<file path="config.mk">
export PLATFORM = sky130hd
export DESIGN_NAME = ssc_channel
export DESIGN_NICKNAME = d
export VERILOG_FILES = /design/src/ssc_pkg.sv /design/src/ssc_clk_if.sv /design/src/ssc_clkgen.sv /design/src/ssc_channel.sv
export VERILOG_INCLUDE_DIRS = /design/src
export SDC_FILE = /design/constraint.sdc
export NUM_CORES = 1
export LEC_CHECK = 0
export ABC_CLOCK_PERIOD_IN_PS = 6200
export BUFFER_PORTS_ARGS = -buffer_cell sky130_fd_sc_hd__clkbuf_2
export CAP_MARGIN = 10
export CORE_ASPECT_RATIO = 0.6
export CORE_MARGIN = 8
export CORE_UTILIZATION = 35
export DETAILED_ROUTE_END_ITERATION = 16
export PLACE_DENSITY_LB_ADDON = 0.25
export SETUP_SLACK_MARGIN = 0.3
export SLEW_MARGIN = 30
export SYNTH_ARGS = -nofsm -noshare
export SYNTH_HDL_FRONTEND = slang
export SYNTH_SLANG_ARGS = --single-unit
</file>
<file path="constraint.sdc">
create_clock -name pclk -period 6.2 [get_ports pclk]
set_input_delay 1.24 -clock pclk [delete_from_list [all_inputs] [get_ports pclk]]
set_output_delay 1.24 -clock pclk [all_outputs]
set_load 0.05 [all_outputs]
</file>
<file path="src/ssc_params.svh">
// Register indices, field positions, reset values and counts of the serial channel
`ifndef SSC_PARAMS_SVH
`define SSC_PARAMS_SVH

// Register indices; byte address is four times the index
`define SSC_IDX_MODE 16'hFFA0
`define SSC_IDX_CSR 16'hFFA1
`define SSC_IDX_DATA_HI 16'hFFA2
`define SSC_IDX_DATA_LO 16'hFFA3
`define SSC_IDX_IRQ_STS 16'hFFA4
`define SSC_IDX_IRQ_MSK 16'hFFA5

// Reset values
`define SSC_MODE_RST 8'h00
`define SSC_CSR_FIXED 8'h80
`define SSC_DATA_RST 16'h0000

// Mode and clock control fields
`define SSC_OPM_HI 7
`define SSC_OPM_LO 6
`define SSC_SRC_BIT 3
`define SSC_RATIO_HI 2
`define SSC_RATIO_LO 0

// Operation mode codes
`define SSC_OPM_8BIT 2'h0
`define SSC_OPM_16BIT 2'h1
`define SSC_OPM_CONT 2'h2

// Control and status fields
`define SSC_CSR_SOL 6
`define SSC_CSR_OVR 5
`define SSC_CSR_RSV1 1
`define SSC_CSR_START 0

// Interrupt status and mask fields
`define SSC_IRQ_DONE 0
`define SSC_IRQ_OVR 1
`define SSC_IRQ_W 2

// Word lengths in serial clock cycles
`define SSC_LEN_8 5'h08
`define SSC_LEN_16 5'h10

// Half periods in system clocks for ratio codes 0 to 7
`define SSC_HALF_0 10'h200
`define SSC_HALF_1 10'h080
`define SSC_HALF_2 10'h020
`define SSC_HALF_3 10'h010
`define SSC_HALF_4 10'h008
`define SSC_HALF_5 10'h004
`define SSC_HALF_6 10'h002
`define SSC_HALF_7 10'h001

`endif

</file>
<file path="src/ssc_pkg.sv">
// Types shared by the serial channel modules
package ssc_pkg;
	typedef enum logic {
		st_idle,
		st_shift
	} ssc_state_e;
	typedef logic [2:0] ssc_ratio_t;
endpackage

</file>
<file path="src/ssc_clk_if.sv">
// Link between the channel core and its prescaler clock generator
interface ssc_clk_if;
	logic run;
	ssc_pkg::ssc_ratio_t ratio;
	logic sck;
	logic fall;
	logic rise;
	modport gen (
		input run,
		input ratio,
		output sck,
		output fall,
		output rise
	);
	modport core (
		output run,
		output ratio,
		input sck,
		input fall,
		input rise
	);
endinterface

</file>
<file path="src/ssc_clkgen.sv">
// Prescaler that divides the system clock into the internal serial clock
`include "ssc_params.svh"

module ssc_clkgen (
	input wire logic pclk,
	input wire logic presetn,
	ssc_clk_if.gen cif
);
	logic [9:0] cnt_q;
	logic [9:0] cnt_d;
	logic sck_q;
	logic sck_d;
	logic [9:0] half;
	logic fall_c;
	logic rise_c;

	// Half period per ratio code, division by 1024 down to 2
	always_comb begin
		case (cif.ratio)
			3'h0: half = `SSC_HALF_0;
			3'h1: half = `SSC_HALF_1;
			3'h2: half = `SSC_HALF_2;
			3'h3: half = `SSC_HALF_3;
			3'h4: half = `SSC_HALF_4;
			3'h5: half = `SSC_HALF_5;
			3'h6: half = `SSC_HALF_6;
			default: half = `SSC_HALF_7;
		endcase
	end

	// Clock idles high and restarts from a full half period, so the first edge is always a fall
	always_comb begin
		cnt_d = cnt_q;
		sck_d = sck_q;
		fall_c = 1'b0;
		rise_c = 1'b0;
		if (!cif.run) begin
			cnt_d = 10'h000;
			sck_d = 1'b1;
		end else if (cnt_q == half - 10'h001) begin
			cnt_d = 10'h000;
			sck_d = ~sck_q;
			fall_c = sck_q;
			rise_c = ~sck_q;
		end else begin
			cnt_d = cnt_q + 10'h001;
		end
	end

	// Counter and clock level
	always_ff @(posedge pclk or negedge presetn) begin
		if (!presetn) begin
			cnt_q <= 10'h000;
			sck_q <= 1'b1;
		end else begin
			cnt_q <= cnt_d;
			sck_q <= sck_d;
		end
	end

	// Edge pulses coincide with the clock flip-flop changing
	assign cif.sck = sck_q;
	assign cif.fall = fall_c;
	assign cif.rise = rise_c;
endmodule // ssc_clkgen

</file>
<file path="src/ssc_channel.sv">
// Synchronous serial channel one: APB registers, shifter, clock selection and interrupt
// Function
// - Reset loads the mode and clock control register with zero, 8-bit mode at the slowest ratio.
// - A write to the mode and clock control register during a transfer aborts it.
// - Mode field 00 selects 8-bit transfer, 01 16-bit transfer and 10 continuous clock output.
// - In continuous clock mode the data pins take no part in transfers and belong to the port.
// - Bits five and four of the mode register store what is written and read it back.
// - Clock source bit zero takes the clock from the prescaler and drives it on the clock pin.
// - Clock source bit one makes the clock pin an input and shifts on the external clock.
// - Ratio codes 000 to 111 divide the system clock by 1024, 256, 64, 32, 16, 8, 4 and 2.
// - Every finished transfer of the selected length raises an interrupt request.
// - Reset loads the control and status register with only its top bit set.
// - The channel has a two-way clock pin, a receive data input and a transmit data output.
// - Words go out LSB first, each bit driven from one falling clock edge to the next.
// - Each received bit is sampled on the rising clock edge.
// - Writing one to the start flag starts a transfer; it reads one until completion.
// - With external clock, a clock pulse after completion sets the overrun flag, cleared by 0 after a read of 1.
//
// Our own choice: the APB register port.
`include "ssc_params.svh"

module ssc_channel #(
	parameter int ADDR_W = 18
) (
	input wire logic pclk,
	input wire logic presetn,
	input wire logic psel,
	input wire logic penable,
	input wire logic pwrite,
	input wire logic [ADDR_W-1:0] paddr,
	input wire logic [31:0] pwdata,
	output logic pready,
	output logic [31:0] prdata,
	output logic pslverr,
	input wire logic sck_i,
	output logic sck_o,
	output logic sck_oe,
	input wire logic si_i,
	output logic so_o,
	output logic so_oe,
	output logic irq
);
	localparam int IDX_W = ADDR_W - 2;

	ssc_clk_if clk_if ();

	// Prescaler clock generator
	ssc_clkgen u_clkgen (
		.pclk(pclk),
		.presetn(presetn),
		.cif(clk_if.gen)
	);

	ssc_pkg::ssc_state_e state_q;
	ssc_pkg::ssc_state_e state_d;
	logic [7:0] mode_q;
	logic [7:0] mode_d;
	logic rsv1_q;
	logic rsv1_d;
	logic so_q;
	logic so_d;
	logic ovr_q;
	logic ovr_d;
	logic ovr_seen_q;
	logic ovr_seen_d;
	logic done_once_q;
	logic done_once_d;
	logic [15:0] shreg_q;
	logic [15:0] shreg_d;
	logic [4:0] bit_cnt_q;
	logic [4:0] bit_cnt_d;
	logic [`SSC_IRQ_W-1:0] ist_q;
	logic [`SSC_IRQ_W-1:0] ist_d;
	logic [`SSC_IRQ_W-1:0] imsk_q;
	logic [`SSC_IRQ_W-1:0] imsk_d;
	logic [31:0] prdata_q;
	logic [31:0] prdata_d;
	logic sck_prev_q;

	logic [IDX_W-1:0] idx;
	logic aligned;
	logic hit_mode;
	logic hit_csr;
	logic hit_hi;
	logic hit_lo;
	logic hit_sts;
	logic hit_msk;
	logic hit_any;
	logic wr;
	logic rd;
	logic setup;
	logic [1:0] opm;
	logic ext_clk;
	logic cont_mode;
	logic xfer_mode;
	logic wide;
	logic [4:0] len;
	logic fall;
	logic rise;
	logic ev_done;
	logic ev_ovr;
	logic [7:0] rd_csr;
	logic [7:0] rd_byte;
	logic [`SSC_IRQ_W-1:0] ist_clr;

	// Address decode; the index sits in the word address
	assign idx = paddr[ADDR_W-1:2];
	assign aligned = (paddr[1:0] == 2'h0);
	assign hit_mode = aligned && (idx == IDX_W'(`SSC_IDX_MODE));
	assign hit_csr = aligned && (idx == IDX_W'(`SSC_IDX_CSR));
	assign hit_hi = aligned && (idx == IDX_W'(`SSC_IDX_DATA_HI));
	assign hit_lo = aligned && (idx == IDX_W'(`SSC_IDX_DATA_LO));
	assign hit_sts = aligned && (idx == IDX_W'(`SSC_IDX_IRQ_STS));
	assign hit_msk = aligned && (idx == IDX_W'(`SSC_IDX_IRQ_MSK));
	assign hit_any = hit_mode | hit_csr | hit_hi | hit_lo | hit_sts | hit_msk;

	// APB phases; the slave never inserts wait states
	assign setup = psel & ~penable;
	assign wr = psel & penable & pwrite;
	assign rd = psel & penable & ~pwrite;
	assign pready = 1'b1;
	assign pslverr = psel & penable & ~hit_any;
	assign prdata = prdata_q;

	// Mode decode
	assign opm = {mode_q[`SSC_OPM_HI], mode_q[`SSC_OPM_LO]};
	assign ext_clk = mode_q[`SSC_SRC_BIT];
	assign cont_mode = (opm == `SSC_OPM_CONT);
	assign xfer_mode = (opm == `SSC_OPM_8BIT) | (opm == `SSC_OPM_16BIT);
	assign wide = (opm == `SSC_OPM_16BIT);
	assign len = wide ? `SSC_LEN_16 : `SSC_LEN_8;

	// Prescaler runs only while its clock is needed, so each transfer starts on a clean period
	assign clk_if.run = ~ext_clk & ((state_q == ssc_pkg::st_shift) | cont_mode);
	assign clk_if.ratio = mode_q[`SSC_RATIO_HI:`SSC_RATIO_LO];

	// Serial clock edges from the prescaler or from the pin
	assign fall = ext_clk ? (sck_prev_q & ~sck_i) : clk_if.fall;
	assign rise = ext_clk ? (~sck_prev_q & sck_i) : clk_if.rise;

	// Pins
	assign sck_o = clk_if.sck;
	assign sck_oe = ~ext_clk;
	assign so_o = so_q;
	assign so_oe = ~cont_mode;

	// Completion and overrun events; a pulse only counts after a finished word
	assign ev_done = (state_q == ssc_pkg::st_shift) & rise & (bit_cnt_q + 5'h01 == len);
	assign ev_ovr = ext_clk & xfer_mode & (state_q == ssc_pkg::st_idle) & done_once_q & fall;

	// Status byte as seen by software
	always_comb begin
		rd_csr = `SSC_CSR_FIXED;
		rd_csr[`SSC_CSR_SOL] = so_q;
		rd_csr[`SSC_CSR_OVR] = ovr_q;
		rd_csr[`SSC_CSR_RSV1] = rsv1_q;
		rd_csr[`SSC_CSR_START] = (state_q == ssc_pkg::st_shift);
	end

	// Read data mux, captured in the setup phase
	always_comb begin
		rd_byte = 8'h00;
		if (hit_mode) begin
			rd_byte = mode_q;
		end else if (hit_csr) begin
			rd_byte = rd_csr;
		end else if (hit_hi) begin
			rd_byte = shreg_q[15:8];
		end else if (hit_lo) begin
			rd_byte = shreg_q[7:0];
		end else if (hit_sts) begin
			rd_byte = {{(8 - `SSC_IRQ_W){1'b0}}, ist_q};
		end else if (hit_msk) begin
			rd_byte = {{(8 - `SSC_IRQ_W){1'b0}}, imsk_q};
		end
		prdata_d = setup ? {24'h000000, rd_byte} : prdata_q;
	end

	// Interrupt status: write one to clear, a new event in the same cycle wins
	assign ist_clr = (wr & hit_sts) ? pwdata[`SSC_IRQ_W-1:0] : {`SSC_IRQ_W{1'b0}};
	always_comb begin
		ist_d = ist_q & ~ist_clr;
		ist_d[`SSC_IRQ_DONE] = ist_d[`SSC_IRQ_DONE] | ev_done;
		ist_d[`SSC_IRQ_OVR] = ist_d[`SSC_IRQ_OVR] | ev_ovr;
		imsk_d = (wr & hit_msk) ? pwdata[`SSC_IRQ_W-1:0] : imsk_q;
	end

	// One level output; masking hides a pending event without clearing it
	assign irq = |(ist_q & imsk_q);

	// Transfer engine and register writes
	always_comb begin
		// Hold everything unless an event below changes it
		state_d = state_q;
		mode_d = mode_q;
		rsv1_d = rsv1_q;
		so_d = so_q;
		ovr_d = ovr_q;
		ovr_seen_d = ovr_seen_q;
		done_once_d = done_once_q;
		shreg_d = shreg_q;
		bit_cnt_d = bit_cnt_q;

		// Shifting: drive on the fall, sample on the rise
		if (state_q == ssc_pkg::st_shift) begin
			if (fall) begin
				so_d = shreg_q[0];
			end
			if (rise) begin
				if (wide) begin
					shreg_d = {si_i, shreg_q[15:1]};
				end else begin
					shreg_d[7:0] = {si_i, shreg_q[7:1]};
				end
				bit_cnt_d = bit_cnt_q + 5'h01;
				if (ev_done) begin
					state_d = ssc_pkg::st_idle;
					done_once_d = 1'b1;
				end
			end
		end

		// Mode register write stops a transfer that is running
		if (wr & hit_mode) begin
			mode_d = pwdata[7:0];
			state_d = ssc_pkg::st_idle;
			bit_cnt_d = 5'h00;
		end

		// Control and status write
		if (wr & hit_csr) begin
			rsv1_d = pwdata[`SSC_CSR_RSV1];
			if (state_q == ssc_pkg::st_idle) begin
				so_d = pwdata[`SSC_CSR_SOL];
			end
			if (!pwdata[`SSC_CSR_OVR] && ovr_seen_q) begin
				ovr_d = 1'b0;
				ovr_seen_d = 1'b0;
			end
			// Writing zero to the start flag does nothing; mode 11 and clock mode never start
			if (pwdata[`SSC_CSR_START] && xfer_mode && (state_q == ssc_pkg::st_idle)) begin
				state_d = ssc_pkg::st_shift;
				bit_cnt_d = 5'h00;
				done_once_d = 1'b0;
			end
		end

		// Data byte writes; contents are not protected during a transfer
		if (wr & hit_hi) begin
			shreg_d[15:8] = pwdata[7:0];
		end
		if (wr & hit_lo) begin
			shreg_d[7:0] = pwdata[7:0];
		end

		// Arm the overrun clear once software has seen the flag set
		if (rd & hit_csr & ovr_q) begin
			ovr_seen_d = 1'b1;
		end

		// Overrun set wins over a clear in the same cycle
		if (ev_ovr) begin
			ovr_d = 1'b1;
		end
	end

	// Register all state except the pin history
	always_ff @(posedge pclk or negedge presetn) begin
		if (!presetn) begin
			state_q <= ssc_pkg::st_idle;
			mode_q <= `SSC_MODE_RST;
			rsv1_q <= 1'b0;
			so_q <= 1'b0;
			ovr_q <= 1'b0;
			ovr_seen_q <= 1'b0;
			done_once_q <= 1'b0;
			shreg_q <= `SSC_DATA_RST;
			bit_cnt_q <= 5'h00;
			ist_q <= {`SSC_IRQ_W{1'b0}};
			imsk_q <= {`SSC_IRQ_W{1'b0}};
			prdata_q <= 32'h00000000;
		end else begin
			state_q <= state_d;
			mode_q <= mode_d;
			rsv1_q <= rsv1_d;
			so_q <= so_d;
			ovr_q <= ovr_d;
			ovr_seen_q <= ovr_seen_d;
			done_once_q <= done_once_d;
			shreg_q <= shreg_d;
			bit_cnt_q <= bit_cnt_d;
			ist_q <= ist_d;
			imsk_q <= imsk_d;
			prdata_q <= prdata_d;
		end
	end

	// Pin history resets to the idle high level, so leaving reset shows no false edge
	always_ff @(posedge pclk or negedge presetn) begin
		if (!presetn) begin
			sck_prev_q <= 1'b1;
		end else begin
			sck_prev_q <= sck_i;
		end
	end
endmodule // ssc_channel

</file>
==> impl_metrics.toml <==
[status]
status = "complete, no violations"

[routing]
drc = 0
num_vias = 2837
first_pass_iters = 4
drt_iter0_markers = 232
ant_nets = 0
drt-wirelength-per-cell_um = 16.0
finalWirelength_um = 9090
avgViaCountPerCell = 5.00

[cells_and_area]
nets = 487
drive_gt1_frac = 0.213
final_area_sq_mm = 0.00410
final.fill_count = 1034
stdcell_count = 567
synthToLayoutAreaGrowth_pct = 14.9
fin_util = 0.415
diodes = 0

[placed_design]
dpl.hpwl_um = 6850
dpl-instance-area_sq_mm = 0.00378
place_ws_ns = 2.43
dp_cells = 551
gp_congestion = 0.828
port_buffers = 46

[clock_network]
root_buffer = "clkbuf_16"
cts_buffer_depth = 2
cts_tree = "done"
clkLatencyLatePin_ns = 0.32
hold_buffers = 0
cts_buffers = 9
cts_max_level = 3
ctsResizeCount = 0
postCtsSetupBuffers = 0
path_clk_slew_ns = 0.05
numClockSinks = 59

[sta]
fin_crit_ns = 3.79
maxSlewViolCount = 0
finalClockSkew_ns = 0.0106
setup_tns_ns = 0
tightest_slew_ns = 0.909
whs_ns = 0.478
rsz0062_at_grt = "false"
relSlewSlack = 0.393
min_period_over_period = 0.611
hold_violations = 0
fin_ws_ns = 2.41
fmax_mhz = 264
finalSetupViolCount = 0

[power_and_ir_drop]
power_mw = 1.36
vdd_drop_max_mv = 0.178
leakagePower_nw = 1.90
power_density_mw_per_mm2 = 332

[global_routing]
grt.total_usage = 0.138
grt_start_max_net_pins = 60
grt_pass1_vias = 2842
grt_pass1_wl_um = 15100
antenna_found_initial = 0
gr-total-overflow = 0

[yosys]
ys_types = 53
yosys-top-cells-area = "dfrtp_1 40%, buf_4 5.3%, nor2_1 4.5%, nand2_1 4.3%, mux2i_1 4.2%"
postSynthCellCount = 389
yosysSeqAreaShare = 0.415
synth.top_cell.area_share = 0.400
synth_edf_count = 0
yosysTopAreaCell = "dfrtp_1"
async_reset_ff_frac = 1.00
avgSynthCellArea_sq_um = 9.17
synth-seq-cells = 59
synth_area_sq_mm = 0.00357
ys.flop_type = "dfrtp_1"
yosys_warnings = 0

[critical_path]
worstPathMaxFanout = 5
crit_required_ns = 4.96
critical_path_arrival_ns = 2.55
rrSetupSlack_ns = 3.67
path_class = "in -> out"
endpoint_kind = "primary output"
start_kind = "input port"

[die]
dieArea_sq_mm = 0.0138
start_util = 0.361
io_pins = 96
rows = 28
die_h_um = 94.2
die_x_um = 146
coreArea_sq_mm = 0.00988

[min_path]
hold_path.class = "reg -> reg"

[run]
max_cap_violations = 0
area by class of cell:
type	count	area [sq um]	share of cell area
Inverter	9	33.8	0.00824
Tap cell	135	169	0.0412
Clock buffer	15	288	0.0702
Timing Repair Buffer	50	260	0.0635
Clock inverter	1	30.0	0.00733
Sequential cell	59	1480	0.361
Multi-Input combinational cell	298	1840	0.449
routing by layer:
metal	track usage	up-vias	wire, um
met1	0.202	1355	4580
li1	-	1395	-
met2	0.194	80	3720
met3	0.0443	7	739
met5	0	-	0
met4	0.0281	0	57
cells in the final DEF, fill, tap and decap left out, types with 11 or more instances in the layout:
master,n
mux2_2,11
conb_1,25
a21oi_1,28
dfrtp_1,57
nand2_1,41
mux2i_1,15
nor2_1,43
o21ai_0,24
clkbuf_2,46
cells in the mapped netlist, types with 2 or more instances:
cell / n
a21oi_1: 29
nand3_1: 10
conb_1: 2
and2_1: 2
nor4b_1: 5
clkbuf_1: 12
nand2_1: 41
and3_1: 5
nand3b_1: 2
dfstp_2: 2
ha_1: 3
mux2i_1: 15
buf_6: 4
xor2_1: 7
o21a_1: 10
dfrtp_1: 57
nor3_1: 8
nand4_1: 6
a22o_1: 3
or3_1: 3
buf_4: 25
o21ai_0: 24
buf_2: 3
nor2b_1: 5
a211oi_2: 2
xnor2_1: 4
mux4_2: 4
inv_1: 9
nor2_1: 43
and4_1: 2
a31oi_1: 5
mux2_2: 11
nand2b_1: 4
o31ai_1: 2
o311ai_0: 2
worst paths after layout:
kind	start	endpoint	cells past startpoint
max	paddr[1]	pslverr	6
min	prdata[7]	prdata[7]	2
max reg2reg	mode_q[1]	shreg_q[7]	7
min reg2reg	prdata[7]	prdata[7]	2
max in group asynchronous	presetn	mode_q[4]	2
min in group asynchronous	presetn	u_clkgen.cnt_q[5]	2
power breakdown:
group	switching [mW]	internal (mW)	total, mW	leakage [nW]
registers	0.0804	0.461	0.541	0.753
logic	0.179	0.125	0.303	0.995
clock network	0.163	0.355	0.518	0.156
state kept, by name (all words and copies together) (netlist names):
name and flops:
ovr_q 1, ovr_seen_q 1, imsk_q 2, u_clkgen.cif.sck 1
shreg_q 16, prdata 8, sck_prev_q 1, mode_q 8
state_q 1, so_o 1, bit_cnt_q 5, u_clkgen.cnt_q 10
ist_q 2, done_once_q 1, rsv1_q 1
cell families after synthesis:
kind of cell,share of synthesized area
other,0.00211
buffers and inverters,0.0968
adder cells (fa/ha/maj),0.0137
AND/OR/NAND/NOR,0.199
XOR/XNOR,0.0270
flip-flops,0.415
AO/OA/AOI/OAI,0.142
multiplexers,0.105
worst max-delay path, stage by stage:
cell      delay (ns)
clkbuf_2        0.08
nor4b_1         0.42
nand4_1         0.31
a21oi_1         0.20
nor2_1          0.07
clkbuf_2        0.24
(Power assumes the default switching activity.)
